**src/design/led_cfg_pkg.sv**
```systemverilog
// Constants, types and lookup functions shared by both ends of the LED
// driver configuration link. Assumes one 100 MHz clock on both ends.
//
// How it works
// (RL1) Current select 1 uses measured resistor code
// (RL2) Runtime write cannot set current select
// (RL3) Current-set resistor measured during start-up sequence
// (RL4) Current codes map 5..50 mA
// (RL5) Host clears select, writes current code
// (RL6) Current readback shows active current code
// (RL7) Measured current readable only if select loaded
// (RL8) Faulty current-set terminal forces 23 mA
// (RL9) Frequency select 1 uses measured terminal code
// (RL10) Runtime write cannot set frequency select
// (RL11) Frequency-set terminal is measured continuously
// (RL12) Frequency codes map 4.9..39.1 kHz
// (RL13) Host clears select, writes frequency code
// (RL14) Frequency readback shows active frequency code
// (RL15) Measured frequency readable only with select 1
// (RL16) Faulty frequency-set terminal forces 19.5 kHz
// (RL17) Threshold splits PWM and current dimming
// (RL18) Duty keeps full 12-bit precision always
// (RL19) Inductor size bit selects inductor range
// (RL20) Boost switch frequency fixed from nonvolatile
// (RL21) Reserved bits read zero, ignore writes; reserved boost register bits are stored and read back as written
package led_cfg_pkg;

    // Device register map
    localparam logic [7:0] CURRENT_ADDR  = 8'h11;
    localparam logic [7:0] PWM_ADDR      = 8'h12;
    localparam logic [7:0] BOOST_ADDR    = 8'h13;
    localparam int         SEL_BIT       = 7;
    localparam int         CODE_LSB      = 0;
    localparam int         CODE_MSB      = 2;
    localparam int         THR_LSB       = 3;
    localparam int         THR_MSB       = 5;
    localparam int         INDUCTOR_BIT  = 1;
    localparam int         BSW_FREQ_BIT  = 0;

    // Fallback codes for a grounded or floating set terminal
    localparam logic [2:0] CURR_FALLBACK = 3'h4;
    localparam logic [2:0] FREQ_FALLBACK = 3'h3;

    // Start-up resistor measurement window
    localparam int         CLK_PERIOD_NS = 10;
    localparam int         MEAS_TIME_NS  = 2000;
    localparam int         MEAS_CYCLES   = (MEAS_TIME_NS + CLK_PERIOD_NS - 1) / CLK_PERIOD_NS;
    localparam int         MEAS_W        = $clog2(MEAS_CYCLES + 1);

    // Host controller register map
    localparam logic [2:0] H_TARGET      = 3'h0;
    localparam logic [2:0] H_WRITE       = 3'h1;
    localparam logic [2:0] H_READ        = 3'h2;
    localparam logic [2:0] H_RESULT      = 3'h3;
    localparam logic [2:0] H_STATUS      = 3'h4;

    // Dimming threshold boundaries on the 12-bit brightness scale
    localparam logic [11:0] THR_25_PCT   = 12'h400;
    localparam logic [11:0] THR_50_PCT   = 12'h800;
    localparam logic [2:0]  THR_ALL_CURR = 3'h0;
    localparam logic [2:0]  THR_25       = 3'h5;
    localparam logic [2:0]  THR_ALL_PWM  = 3'h7;

    typedef enum logic [1:0] {
        ST_LOAD    = 2'b00,
        ST_MEASURE = 2'b01,
        ST_RUN     = 2'b10
    } dev_state_t;

    // Full-scale current in mA
    function automatic logic [5:0] current_ma(input logic [2:0] code);
        unique case (code)
            3'h0: current_ma = 6'h05;
            3'h1: current_ma = 6'h0A;
            3'h2: current_ma = 6'h0F;
            3'h3: current_ma = 6'h14;
            3'h4: current_ma = 6'h17;
            3'h5: current_ma = 6'h19;
            3'h6: current_ma = 6'h1E;
            3'h7: current_ma = 6'h32;
        endcase
    endfunction

    // PWM output frequency in tenths of kHz; codes off the table fall to
    // the setting of their highest set bit
    function automatic logic [8:0] freq_dkhz(input logic [2:0] code);
        if (code[2]) begin
            freq_dkhz = 9'h187;
        end else if (code[1]) begin
            freq_dkhz = 9'h0C3;
        end else if (code[0]) begin
            freq_dkhz = 9'h062;
        end else begin
            freq_dkhz = 9'h031;
        end
    endfunction

endpackage

```
**src/design/led_cfg_link.sv**
```systemverilog
// Register link between the host controller and the LED driver.
// Both ends run on the same clock; read data stand one cycle after the read.
`timescale 1ns/1ns
`default_nettype none
interface led_cfg_link;
    logic [7:0] addr;
    logic [7:0] wdata;
    logic       wr;
    logic       rd;
    logic [7:0] rdata;

    modport device (input addr, input wdata, input wr, input rd, output rdata);
    modport host   (output addr, output wdata, output wr, output rd, input rdata);
endinterface
`default_nettype wire

```
**src/design/led_cfg_regs.sv**
```systemverilog
// Configuration register bank of the LED driver: current, PWM output and
// boost registers behind the register link.
// Assumes the nonvolatile image and terminal measurements are steady inputs.
`timescale 1ns/1ns
`default_nettype none
module led_cfg_regs #(
    // Cycles spent measuring the current-set resistor after the image loads
    parameter int MEAS_CYCLES = led_cfg_pkg::MEAS_CYCLES
) (
    // Clock and reset
    input  wire logic        i_clk,
    input  wire logic        i_rst_n,
    // Register link
    led_cfg_link.device      link,
    // Nonvolatile defaults, loaded at start-up
    input  wire logic [7:0]  i_nv_current,
    input  wire logic [7:0]  i_nv_pwm,
    input  wire logic [7:0]  i_nv_boost,
    // Terminal measurements
    input  wire logic [2:0]  i_current_set_terminal_code,
    input  wire logic        i_current_set_terminal_fault,
    input  wire logic [2:0]  i_freq_set_pin_code,
    input  wire logic        i_freq_set_pin_fault,
    // Brightness from the core
    input  wire logic [11:0] i_brightness,
    // Settings in effect
    output logic             o_ready,
    output logic [2:0]       o_full_scale_current_code,
    output logic [5:0]       o_full_scale_current_ma,
    output logic [2:0]       o_pwm_out_freq_code,
    output logic [8:0]       o_pwm_out_freq_dkhz,
    output logic             o_pwm_dimming,
    output logic [11:0]      o_pwm_duty,
    output logic             o_inductor_size,
    output logic             o_boost_switch_freq
);

    // Wide enough to hold the last count without wrapping
    localparam int MEAS_W = $clog2(MEAS_CYCLES + 1);

    typedef struct packed {
        led_cfg_pkg::dev_state_t st;
        logic [MEAS_W-1:0] meas_cnt;
        logic        cur_sel;
        logic [2:0]  cur_code;
        logic [2:0]  cur_meas;
        logic        frq_sel;
        logic [2:0]  thr;
        logic [2:0]  frq_code;
        logic [2:0]  frq_meas;
        logic [7:0]  boost;
        logic        bsw_freq;
        logic [7:0]  rdata;
        logic [2:0]  cur_active;
        logic [5:0]  cur_ma;
        logic [2:0]  frq_active;
        logic [8:0]  frq_dkhz;
        logic        pwm_dim;
        logic [11:0] duty;
        logic        ready;
    } dev_t;

    dev_t s_q;
    dev_t s_d;

    logic [2:0]  cur_act;
    logic [2:0]  frq_act;
    logic [2:0]  frq_now;
    logic        below_thr;

    always_comb begin
        s_d = s_q;

        // Frequency terminal is sampled every cycle, whatever the select;
        // the fault is tested first so a floating pin never passes as a code
        frq_now = i_freq_set_pin_fault ? led_cfg_pkg::FREQ_FALLBACK   // [RL16]
                                       : i_freq_set_pin_code;
        s_d.frq_meas = frq_now;                                     // [RL11]

        unique case (s_q.st)
            led_cfg_pkg::ST_LOAD: begin
                // Image is taken once; a host write in this cycle lands on top of it
                s_d.cur_sel  = i_nv_current[led_cfg_pkg::SEL_BIT];
                s_d.cur_code = i_nv_current[led_cfg_pkg::CODE_MSB:led_cfg_pkg::CODE_LSB];
                s_d.frq_sel  = i_nv_pwm[led_cfg_pkg::SEL_BIT];
                s_d.thr      = i_nv_pwm[led_cfg_pkg::THR_MSB:led_cfg_pkg::THR_LSB];
                s_d.frq_code = i_nv_pwm[led_cfg_pkg::CODE_MSB:led_cfg_pkg::CODE_LSB];
                s_d.boost    = i_nv_boost;
                s_d.bsw_freq = i_nv_boost[led_cfg_pkg::BSW_FREQ_BIT];    // [RL20]
                s_d.meas_cnt = '0;
                s_d.st       = led_cfg_pkg::ST_MEASURE;
            end
            led_cfg_pkg::ST_MEASURE: begin
                // Resistor is read once, at the end of the window
                if (s_q.meas_cnt == MEAS_W'(MEAS_CYCLES - 1)) begin
                    s_d.cur_meas = i_current_set_terminal_fault
                                   ? led_cfg_pkg::CURR_FALLBACK          // [RL8]
                                   : i_current_set_terminal_code;       // [RL3]
                    s_d.ready    = 1'b1;
                    s_d.st       = led_cfg_pkg::ST_RUN;
                end else begin
                    s_d.meas_cnt = s_q.meas_cnt + 1'b1;
                end
            end
            led_cfg_pkg::ST_RUN: begin
                // Current terminal is no longer watched; a later fault goes unseen
                s_d.st = led_cfg_pkg::ST_RUN;
            end
            default: begin
                s_d.st = led_cfg_pkg::ST_LOAD;
            end
        endcase

        // Host writes; select bits can only be cleared at run time
        if (link.wr) begin
            unique case (link.addr)
                led_cfg_pkg::CURRENT_ADDR: begin
                    // A one written to the select cannot re-arm the measured source
                    s_d.cur_sel  = s_q.cur_sel & link.wdata[led_cfg_pkg::SEL_BIT];   // [RL2] [RL5]
                    s_d.cur_code = link.wdata[led_cfg_pkg::CODE_MSB:led_cfg_pkg::CODE_LSB];
                end
                led_cfg_pkg::PWM_ADDR: begin
                    s_d.frq_sel  = s_q.frq_sel & link.wdata[led_cfg_pkg::SEL_BIT];   // [RL10] [RL13]
                    s_d.thr      = link.wdata[led_cfg_pkg::THR_MSB:led_cfg_pkg::THR_LSB];
                    s_d.frq_code = link.wdata[led_cfg_pkg::CODE_MSB:led_cfg_pkg::CODE_LSB];
                end
                led_cfg_pkg::BOOST_ADDR: begin
                    // Stored and read back, but the switch frequency stays put
                    s_d.boost = link.wdata;                              // [RL20]
                end
                default: begin
                    // Writes to unmapped addresses are dropped
                    s_d.boost = s_d.boost;
                end
            endcase
        end

        // Settings in effect follow the registers just updated
        cur_act = s_d.cur_sel ? s_d.cur_meas : s_d.cur_code;         // [RL1]
        frq_act = s_d.frq_sel ? s_d.frq_meas : s_d.frq_code;         // [RL9]
        s_d.cur_active = cur_act;
        s_d.cur_ma     = led_cfg_pkg::current_ma(cur_act);           // [RL4]
        s_d.frq_active = frq_act;
        s_d.frq_dkhz   = led_cfg_pkg::freq_dkhz(frq_act);            // [RL12]

        // Other codes compare against the 50% point halved by (5 - code[1:0]);
        // the ladder is not monotonic in the code, so only named points are safe
        unique case (s_d.thr)
            led_cfg_pkg::THR_ALL_CURR: below_thr = 1'b0;
            led_cfg_pkg::THR_25:       below_thr = i_brightness < led_cfg_pkg::THR_25_PCT;
            led_cfg_pkg::THR_ALL_PWM:  below_thr = 1'b1;
            default:                   below_thr = i_brightness < led_cfg_pkg::THR_50_PCT
                                                   >> (3'h5 - s_d.thr[1:0]);
        endcase
        s_d.pwm_dim = below_thr;                                     // [RL17]
        s_d.duty    = i_brightness;                                  // [RL18]

        // Read data: active codes, current and PWM reserved bits zero; taken from the state
        // before this edge, which is safe as reads and writes never share a cycle
        s_d.rdata = 8'h00;
        if (link.rd) begin
            unique case (link.addr)
                led_cfg_pkg::CURRENT_ADDR: begin
                    s_d.rdata[led_cfg_pkg::SEL_BIT] = s_q.cur_sel;
                    s_d.rdata[led_cfg_pkg::CODE_MSB:led_cfg_pkg::CODE_LSB] =
                        s_q.cur_active;                              // [RL6] [RL7] [RL21]
                end
                led_cfg_pkg::PWM_ADDR: begin
                    s_d.rdata[led_cfg_pkg::SEL_BIT] = s_q.frq_sel;
                    s_d.rdata[led_cfg_pkg::THR_MSB:led_cfg_pkg::THR_LSB] = s_q.thr;
                    s_d.rdata[led_cfg_pkg::CODE_MSB:led_cfg_pkg::CODE_LSB] =
                        s_q.frq_active;                              // [RL14] [RL15] [RL21]
                end
                led_cfg_pkg::BOOST_ADDR: begin
                    // Reserved boost bits are plain storage and read back as written
                    s_d.rdata = s_q.boost;                           // [RL19]
                end
                default: begin
                    s_d.rdata = 8'h00;
                end
            endcase
        end
    end

    // All state in one register keeps reset and update in one place
    always_ff @(posedge i_clk or negedge i_rst_n) begin
        if (!i_rst_n) begin
            s_q <= '0;
        end else begin
            s_q <= s_d;
        end
    end

    // Every output comes straight from the state register
    assign link.rdata                = s_q.rdata;
    assign o_ready                   = s_q.ready;
    assign o_full_scale_current_code = s_q.cur_active;
    assign o_full_scale_current_ma   = s_q.cur_ma;
    assign o_pwm_out_freq_code       = s_q.frq_active;
    assign o_pwm_out_freq_dkhz       = s_q.frq_dkhz;
    assign o_pwm_dimming             = s_q.pwm_dim;
    assign o_pwm_duty                = s_q.duty;
    assign o_inductor_size           = s_q.boost[led_cfg_pkg::INDUCTOR_BIT];   // [RL19]
    assign o_boost_switch_freq       = s_q.bsw_freq;

endmodule
`default_nettype wire

```
**src/flat_wrapper.sv**
```systemverilog
// flat-port wrapper written by rule: the top's interface ports become plain ports
module led_cfg_regs_flat 
#(
                                                                            
    parameter int MEAS_CYCLES = led_cfg_pkg::MEAS_CYCLES
)
  (i_clk, i_rst_n, i_nv_current, i_nv_pwm, i_nv_boost, i_current_set_terminal_code, i_current_set_terminal_fault, i_freq_set_pin_code, i_freq_set_pin_fault, i_brightness, o_ready, o_full_scale_current_code, o_full_scale_current_ma, o_pwm_out_freq_code, o_pwm_out_freq_dkhz, o_pwm_dimming, o_pwm_duty, o_inductor_size, o_boost_switch_freq, link_addr, link_wdata, link_wr, link_rd, link_rdata);
  led_cfg_link link_i ();
  input  wire logic i_clk;
  input  wire logic i_rst_n;
  input  wire logic [7:0] i_nv_current;
  input  wire logic [7:0] i_nv_pwm;
  input  wire logic [7:0] i_nv_boost;
  input  wire logic [2:0] i_current_set_terminal_code;
  input  wire logic i_current_set_terminal_fault;
  input  wire logic [2:0] i_freq_set_pin_code;
  input  wire logic i_freq_set_pin_fault;
  input  wire logic [11:0] i_brightness;
  output logic o_ready;
  output logic [2:0] o_full_scale_current_code;
  output logic [5:0] o_full_scale_current_ma;
  output logic [2:0] o_pwm_out_freq_code;
  output logic [8:0] o_pwm_out_freq_dkhz;
  output logic o_pwm_dimming;
  output logic [11:0] o_pwm_duty;
  output logic o_inductor_size;
  output logic o_boost_switch_freq;
  input wire logic [$bits(link_i.addr)-1:0] link_addr;
  input wire logic [$bits(link_i.wdata)-1:0] link_wdata;
  input wire logic [$bits(link_i.wr)-1:0] link_wr;
  input wire logic [$bits(link_i.rd)-1:0] link_rd;
  output wire logic [$bits(link_i.rdata)-1:0] link_rdata;
  assign link_i.addr = link_addr;
  assign link_i.wdata = link_wdata;
  assign link_i.wr = link_wr;
  assign link_i.rd = link_rd;
  assign link_rdata = link_i.rdata;
  led_cfg_regs #(.MEAS_CYCLES(MEAS_CYCLES)) u_core (.i_clk(i_clk), .i_rst_n(i_rst_n), .link(link_i), .i_nv_current(i_nv_current), .i_nv_pwm(i_nv_pwm), .i_nv_boost(i_nv_boost), .i_current_set_terminal_code(i_current_set_terminal_code), .i_current_set_terminal_fault(i_current_set_terminal_fault), .i_freq_set_pin_code(i_freq_set_pin_code), .i_freq_set_pin_fault(i_freq_set_pin_fault), .i_brightness(i_brightness), .o_ready(o_ready), .o_full_scale_current_code(o_full_scale_current_code), .o_full_scale_current_ma(o_full_scale_current_ma), .o_pwm_out_freq_code(o_pwm_out_freq_code), .o_pwm_out_freq_dkhz(o_pwm_out_freq_dkhz), .o_pwm_dimming(o_pwm_dimming), .o_pwm_duty(o_pwm_duty), .o_inductor_size(o_inductor_size), .o_boost_switch_freq(o_boost_switch_freq));
endmodule
```
**config.mk**
```make
export PLATFORM = sky130hd
export DESIGN_NAME = led_cfg_regs_flat
export DESIGN_NICKNAME = d
export VERILOG_FILES = /design/src/design/led_cfg_pkg.sv /design/src/design/led_cfg_link.sv /design/src/design/led_cfg_regs.sv /design/src/flat_wrapper.sv
export SDC_FILE = /design/constraint.sdc
export NUM_CORES = 1
export LEC_CHECK = 0
export BUFFER_PORTS_ARGS = -buffer_cell sky130_fd_sc_hd__buf_2
export CORE_UTILIZATION = 52
export CTS_BUF_LIST = sky130_fd_sc_hd__clkbuf_16
export DETAILED_ROUTE_END_ITERATION = 8
export PLACE_DENSITY = 0.81
export SYNTH_ARGS = -nofsm -noshare
export SYNTH_HDL_FRONTEND = slang
export SYNTH_SLANG_ARGS = --single-unit
export TNS_END_PERCENT = 30
```
**constraint.sdc**
```tcl
create_clock -name i_clk -period 2.7 [get_ports i_clk]
set_input_delay 0.135 -clock i_clk [delete_from_list [all_inputs] [get_ports i_clk]]
set_output_delay 0.135 -clock i_clk [all_outputs]
set_load 0.02 [all_outputs]
```
== Yosys cells after proc, flatten, opt, wreduce, memory -nomap -nowiden ==
Memories as Yosys holds them, arrays and structs flattened. A register that Yosys moved wholly into a read port is not among the register bits.
Cells that the tools add are included.

* RAM bits: 0
* Memories kept: 1
* Latch bits: 0
* Flip-flop bits (word level): 70
* Bits of input ports: 64
* Bits in read-only memories: 48
* Word-level logic and storage cells: 69

* Eq/ne operators: 10
* Add/subtract/negate cells: 2
* Order comparisons: 2
* Multipliers: 0
* Reductions and logical operators: 6
* Shift operators: 1
* Divide/modulo/power cells: 0
* Bitwise gates (word level): 2
* Muxes and demuxes: 28

{| class="wikitable"
|+ Memories
! memory !! depth !! bits a word !! rd ports !! clocked after Yosys merged registers in !! wr ports !! line !! text
|-
| (name not given) || 8 || 6 || 1 || 1 || 0 || led_cfg_pkg.sv:72 || <nowiki>unique case (code)</nowiki>
|}

{| class="wikitable"
|+ Operators by type and width
! kind !! number
|-
| $mux W8 || 4
|-
| $mux W7 || 4
|-
| $mux W9 || 3
|-
| $eq A8 B5 Y1 const B || 3
|-
| $mux W3 || 6
|-
| $pmux W8 S2 || 1
|-
| $lt A12 B11 Y1 const B || 1
|-
| $lt A12 B12 Y1 || 1
|-
| $mux W4 || 3
|-
| $shr A12 B3 Y12 const A || 1
|-
| $pmux W3 S3 || 1
|-
| $add A8 B1 Y8 const B || 1
|-
| $eq A8 B8 Y1 const B || 1
|-
| $eq A3 B3 Y1 const B || 2
|-
| $pmux W1 S3 || 2
|-
| $pmux W2 S3 || 1
|-
| $pmux W3 S2 || 1
|-
| $reduce_and A2 Y1 || 2
|-
| $logic_not A3 Y1 || 1
|-
| $sub A3 B2 Y3 const A || 1
|-
| $and A1 B1 Y1 || 2
|-
| $eq A2 B1 Y1 const B || 1
|-
| $eq A2 B2 Y1 const B || 1
|-
| $logic_not A2 Y1 || 1
|-
| other kinds (6) || 6
|}

== Longest topological paths before layout ==
Gate-level depths: netlist (run 1).

* Depth in word-level cells: 8
* Mapped depth: 13
* Depth with buffers taken out: 11

== Worst setup path after synthesis (run 1) ==
No wires, ideal clock.

* Path type: reg2reg
* From: reg u_core.s_q[77] in the netlist's numbering
* To: reg u_core.s_q, in the netlist u_core.o_pwm_dimming
* Stages on the path, launching flop included: 13
* Setup time: 77 ps
* Slack: 214 ps
* Arrival: 2409 ps
* Buffers on the path: 1
* Data required time: 2623 ps
* Clock period less this slack: 2486 ps
* Path through: dfrtp_1 -> inv_1 -> ha_1 -> buf_4 -> mux2_2 -> mux2_2 -> nand2b_1 -> ha_1 -> o21a_1 -> o21a_1 -> o21ai_0 -> a22oi_1 -> a21oi_1

{| class="wikitable"
|+ RTL lines
! element !! line !! text
|-
| start, declared || led_cfg_regs.sv:63 || <nowiki>dev_t s_q;</nowiki>
|-
| start signal, assigned || led_cfg_regs.sv:188 || <nowiki>s_q <= '0;</nowiki>
|-
| start signal, assigned || led_cfg_regs.sv:190 || <nowiki>s_q <= s_d;</nowiki>
|}

==> impl_results.md, run 1 <==
- Status: complete, no violations
- Final setup fails: 0
- Met2 WL post-DR: 3550 µm
- Syn. warnings: 0
- Fmax: 396 MHz
- CTS sink count: 73
- Initial Util: 0.535
- Post-synthesis sequential area ratio: 0.506
- DP Cell Count: 460
- Root Buffer: clkbuf_16
- Netlist cell types: 51
- Cts bufs inserted: 9
- Worst R2R Path Depth: 11
- Share of cells above drive strength 1: 0.364
- Final hold viol count: 0
- Pre-Repair DR Iteration Count: 4
- Remaining Overflow, GRT: 0
- Syn Inst Count: 324
- Register bit total from synthesis: 73
- Reg2reg setup slack: 0.17 ns
- IO Pins: 109
- Kind of critical path: reg -> reg
- Post-Layout Cell Count: 489
- Syn nets: 397
- GRT Total Usage: 0.214
- Core area: 0.00676 mm²
- Ys flop type: dfrtp_1
- Placed cell area: 0.00391 mm²
- Final TNS setup: 0 ns
- Port bufs: 102
- R2r endpoint: u_core.o_pwm_dimming
- Worst-Skew Late Latency: 0.32 ns
- Met3 WL: 343 µm
- Wire length per cell: 14.9 µm
- Share of the synthesized area in the top cell type: 0.506
- HP Class: in -> reg
- Hold Path Origin: link_wdata[6]
- Wire length on met1: 3310 µm
- Multi-input gate area: 0.00138 mm²
- Final GP Congestion: 0.850
- Synth cell count leaders: 73 x dfrtp_1, 42 x buf_4, 28 x nor2_1
- Initial antenna violation count: 0
- DRC viols: 0
- Post-CTS Resized: 0
- Clock tree buffer depth: 2
- WP data arrival: 2.78 ns
- Max VDD drop: 0.352 mV
- Vias in the first global route: 2542
- Crit share post-route: 0.935
- RSZ-0062 raised after global routing: no
- Crit path time final: 2.53 ns
- DR top layer: met4
- Largest cells by area after synthesis: dfrtp_1 51%, buf_4 8.7%, mux2i_1 6.9%
- Setup crit end kind: register
- P per Cell Area: 620 mW/mm²
- Number of setup buffers added after CTS: 0
- Routed Antenna Nets: 0
- Post-layout nets: 477
- Hold slack: 0.0666 ns
- Rows: 30
- Hold-critical path depth: 3
- Mapped Area: 0.00361 mm²
- Slew @ Worst Pin: 0.920 ns
- Required @ worst endpoint: 2.95 ns
- CTS tree: done
- Routed WL: 7290 µm
- Largest net degree at the start of global routing: 74
- ANT cells: 0
- Vias post-DR: 2567
- Slew Limit Fails: 0
- Total Die Area: 0.00729 mm²
- Number of synthesized flops with an enable pin: 0
- Worst Hold Path EP: u_core.s_q[50]
- First-pass GRT wire length: 12000 µm
- Post-DR vias/cell: 5.25
- H-tree levels: 3
- Max_slew headroom: 0.387
- Static Leakage: 2.09 nW
- DIE HEIGHT: 85.4 µm
- P&R area growth vs syn: 20.1%
- Startpoint Class: register
- Top cell type by total area after synthesis: dfrtp_1
- Max FO, Critical Path: 6
- Chip width: 85.4 µm
- Post-route cell area: 0.00434 mm²
- Syn avg cell area: 11.2 µm²
- Register area: 0.00183 mm²
- Reg clk slew, reported paths: 0.06 ns
- Dpl hpwl: 5200 µm
- FFs w/ async S/R, synth: 1.00
- FF-to-FF Start: u_core.s_q[77]
- Most common cell in the netlist: dfrtp_1
- Iter 0 DRT Violations: 171
- Clock Skews: 0.00508 ns
- Fillers: 546
- Count of max-cap constraint violations: 0
## final cells by class
cell class | count | share of cell area
clock buffers | 9 | 0.0519
inverters | 15 | 0.0130
well taps | 80 | 0.0231
flip-flops and latches | 73 | 0.421
repair buffers | 119 | 0.158
multi-input cells | 186 | 0.317
clock inverters | 7 | 0.0161
## cell usage in the layout, fill, tap and decap left out, types with 3 or more instances in the layout
cell	netlist	layout
nor2_1	28	28
nand2b_1	4	4
ha_1	9	9
a21oi_1	16	16
nor2b_1	7	7
mux2i_1	25	25
buf_2	2	101
nand2_1	13	13
dlygate4sd3_1	0	13
o21ai_0	14	14
or2_2	3	3
inv_1	15	15
clkinvlp_4	0	3
dfrtp_1	73	73
nand3_1	6	6
nand4_1	3	3
clkbuf_16	0	9
a22oi_1	5	5
buf_4	42	4
mux2_2	16	16
## routing by layer
metal,vias up,GRT usage
li1,1246,-
met1,1244,0.284
met2,69,0.342
met3,8,0.0516
met4,0,0.0848
met5,-,0
## flip-flops by register name (all words and copies together), names as in the netlist
signal                            cells
u_core.o_inductor_size                1
u_core.s_q                           31
u_core.o_pwm_dimming                  1
u_core.o_pwm_duty                    12
u_core.link.rdata                     8
u_core.o_full_scale_current_ma        6
u_core.o_full_scale_current_code      3
u_core.o_pwm_out_freq_code            2
u_core.o_ready                        1
u_core.o_boost_switch_freq            1
u_core.o_pwm_out_freq_dkhz            7
## critical path, stage by stage (launching register included)
cell and delay, ns:
dfrtp_1 0.38, inv_1 0.08, ha_1 0.23, mux2_2 0.35, mux2_2 0.31, nand2b_1 0.16
ha_1 0.27, o21a_1 0.17, o21a_1 0.17, o21ai_0 0.14, a22oi_1 0.08, a21oi_1 0.12
## kinds of logic after synthesis
group | count (synthesis) | share of synthesized area
simple gates | 83 | 0.126
flops | 73 | 0.506
buf+inv | 65 | 0.114
compound gates | 47 | 0.0835
mux | 44 | 0.134
fa+ha+maj | 9 | 0.0312
xor+xnor | 2 | 0.00485
other cells | 1 | 0.00104
## per-stage QoR
stage | setup slack [ns] | utilization | power [mW]
after floorplan | 0.214 | - | 1.44
after global placement | 0.222 | 0.579 | 1.53
after detailed placement | 0.153 | 0.579 | 1.54
after CTS | 0.151 | 0.642 | 2.71
after global routing | 0.0109 | 0.642 | 2.80
final | 0.175 | 0.642 | 2.69
## how the worst max path moves through the flow
| stage | cells after the start | start | end |
|---|---|---|---|
| 3_5_place_dp | 11 | link_addr[5] | u_core.o_pwm_dimming |
| 2_1_floorplan | 12 | u_core.s_q[77] | u_core.o_pwm_dimming |
| 3_3_place_gp | 11 | link_addr[5] | u_core.o_pwm_dimming |
| 6_report | 11 | u_core.s_q[77] | u_core.o_pwm_dimming |
| 4_1_cts | 11 | u_core.s_q[77] | u_core.o_pwm_dimming |
| 5_1_grt | 9 | u_core.s_q[77] | u_core.o_full_scale_current_ma[1] |
## what timing repair did
item                                    in CTS  in global routing
endpoints found under the hold margin       85                  0
endpoints found under the setup margin       0                  0
hold buffers                                13                  0
## power breakdown
group	switching, mW	internal (mW)
sequential	0.0278	1.16
combinational	0.199	0.149
clock	0.445	0.712
Note: power is estimated with default switching activity, not from simulation.
==> inputs of run 2 (changes only) <==
==> constraint.sdc (replaced) <==
create_clock -name i_clk -period 2.85 [get_ports i_clk]
set_input_delay 0.1425 -clock i_clk [delete_from_list [all_inputs] [get_ports i_clk]]
set_output_delay 0.1425 -clock i_clk [all_outputs]
set_load 0.02 [all_outputs]
==> run 2 against run 1 <==
Against the previous run: via count fell by 0.47%; die area did not move; total power fell by 1.0%; sequential share of layout area fell by 0.17 points; cell count did not move; wire length fell by 2.5%; critical path type unchanged; largest power group is now the clock network.
==> impl_results.md, run 2 (same netlist as run 1, synthesis figures left out) <==
- CTS sink count: 73 (unchanged)
- Kind of critical path: reg -> reg
- H-tree levels: 3 (unchanged)
- RSZ-0062 raised after global routing: no
- Biggest register: u_core.s_q
- Chip width: 85.4 µm (unchanged)
- Reg clk slew, reported paths: 0.06 ns (about the same)
- Buf/Inv on CP: 0 (-1)
- Vias post-DR: 2555 (-0.47%)
- Final setup fails: 0 (unchanged)
- GRT Total Usage: 0.210 (-0.00387)
- Routed Antenna Nets: 0 (unchanged)
- Dpl ws: 0.320 ns (+0.168 ns)
- Remaining Overflow, GRT: 0 (unchanged)
- Post-CTS Hold Buffers: 13 (unchanged)
- Total Die Area: 0.00729 mm² (unchanged)
- Crit share post-route: 0.890 (-0.0449)
- Final TNS setup: 0 ns (unchanged)
- Worst path slowest cell: nor4bb_1
- DIE HEIGHT: 85.4 µm (unchanged)
- Static Leakage: 2.12 nW (+1.1%)
- ANT cells: 0 (unchanged)
- Wire length per cell: 14.5 µm (-2.5%)
- Share of cells above drive strength 1: 0.367 (+0.00244)
- Required @ worst endpoint: 3.07 ns (+0.12 ns)
- Rows: 30 (unchanged)
- Crit path time final: 2.54 ns (+0.0123 ns)
- Count of max-cap constraint violations: 0 (unchanged)
- Clock Skews: 0.00783 ns (+0.00276 ns)
- Max reg flops: 31 (unchanged)
- DRC viols: 0 (unchanged)
- Max incr delay on CP: 0.42 ns (+0.04 ns)
- Final GP Congestion: 0.815 (-4.1%)
- Cells along the critical path: ha_1, nor4bb_1, and4_1, mux2_2, mux2_2, ha_1, or2_1
- Total Power: 2.66 mW (-1.0%)
- Post-DR vias/cell: 5.22 (-0.47%)
- HP Class: in -> reg
- Core area: 0.00676 mm² (unchanged)
- Clock tree buffer depth: 2 (unchanged)
- Setup crit end kind: register
- WP data arrival: 2.75 ns (-0.03 ns)
- Root Buffer: clkbuf_16
- Port bufs: 102 (unchanged)
- Setup ws final: 0.313 ns (+0.138 ns)
- Most frequent cells in the layout: 101 x buf_2, 73 x dfrtp_1, 28 x nor2_1, 25 x mux2i_1
- Max FO, Critical Path: 5 (-1)
- Cts bufs inserted: 9 (unchanged)
- Most common cell after layout, fill and taps aside: buf_2
- Fillers: 517 (-5.3%)
- Max_slew headroom: 0.389 (+0.00200)
- Startpoint Class: register
- Final hold viol count: 0 (unchanged)
- Initial antenna violation count: 0 (unchanged)
- Pre-Repair DR Iteration Count: 4 (unchanged)
- Post-layout nets: 477 (unchanged)
- Initial Util: 0.535 (unchanged)
- Worst-Skew Late Latency: 0.33 ns (about the same)
- Number of setup buffers added after CTS: 0 (unchanged)
- Dpl hpwl: 5100 µm (-2.0%)
- Final core utilization: 0.645 (+0.00259)
- Slew @ Worst Pin: 0.917 ns (-0.00300 ns)
- P&R area growth vs syn: 20.6%
- IO Pins: 109 (unchanged)
- CTS tree: done
- Fmax: 394 MHz (-0.48%)
- Max VDD drop: 0.312 mV (-11%)
- Vias in the first global route: 2437 (-4.1%)
- Status: complete, no violations
- Top delay family on crit path: simple AND/OR/NAND/NOR gates
- First-pass GRT wire length: 11600 µm (-3.5%)
- Routed WL: 7110 µm (-2.5%)
- Post-CTS Resized: 0 (unchanged)
- Slew Limit Fails: 0 (unchanged)
- P per Cell Area: 611 mW/mm² (-1.4%)
- Iter 0 DRT Violations: 165 (-3.5%)
- Largest net degree at the start of global routing: 74 (unchanged)
-- run 2: changes by cell type in the layout (fill, tap and decap cells not counted) --
| cell | delta |
|---|---|
| clkinv_4 | +1 |
| bufinv_16 | +1 |
| inv_6 | +2 |
| buf_4 | +1 |
| clkinv_1 | -1 |
| buf_12 | -1 |
| clkinvlp_4 | -3 |
-- run 2: where the power goes --
group | internal (mW) | leakage [nW] | switching, mW
sequential | 1.10 | 0.877 | 0.0273
clock | 0.775 | 0.161 | 0.438
combinational | 0.141 | 1.08 | 0.185
total | 2.01 | 2.12 | 0.651
-- run 2: layout make-up --
type | instances | area (µm²) | share of cell area
sequential | 73 | 1830 | 0.419
tap | 80 | 100 | 0.0230
inverter | 15 | 56.3 | 0.0129
clock buffer | 9 | 225 | 0.0517
timing repair buffer | 119 | 673 | 0.155
clock inverter | 7 | 100 | 0.0230
multi-input combinational | 186 | 1380 | 0.316
-- run 2: worst paths after layout --
kind,startpoint,to,slack (ns),cells past startpoint
min in group asynchronous,i_rst_n,u_core.s_q[72],0.49,2
worst max-delay path,u_core.s_q[69],u_core.o_full_scale_current_ma[4],0.31,7
max in group asynchronous,i_rst_n,u_core.o_pwm_duty[3],1.76,2
worst max register to register,u_core.s_q[69],u_core.o_full_scale_current_ma[4],0.31,7
worst min register to register,u_core.s_q[76],u_core.s_q[76],0.50,1
worst min-delay path,i_nv_boost[0],u_core.o_boost_switch_freq,0.09,2
-- run 2: metrics by stage --
step | cell area [µm²] | hold WS [ns] | std cells
after global placement | 3900 | 0.250 | 460
after floorplan | 3610 | -0.153 | 324
after CTS | 4360 | 0.0753 | 489
final | 4360 | 0.0919 | 489
after detailed placement | 3900 | 0.252 | 460
after global routing | 4360 | 0.0989 | 489
-- run 2: per-layer routing --
layer,global-route usage,wire (µm),vias up,share of wire
li1,-,-,1237,-
met1,0.282,3130,1219,0.44
met2,0.334,3460,89,0.49
met3,0.0379,397,10,0.056
met4,0.100,121,0,0.017
met5,0,0,-,0
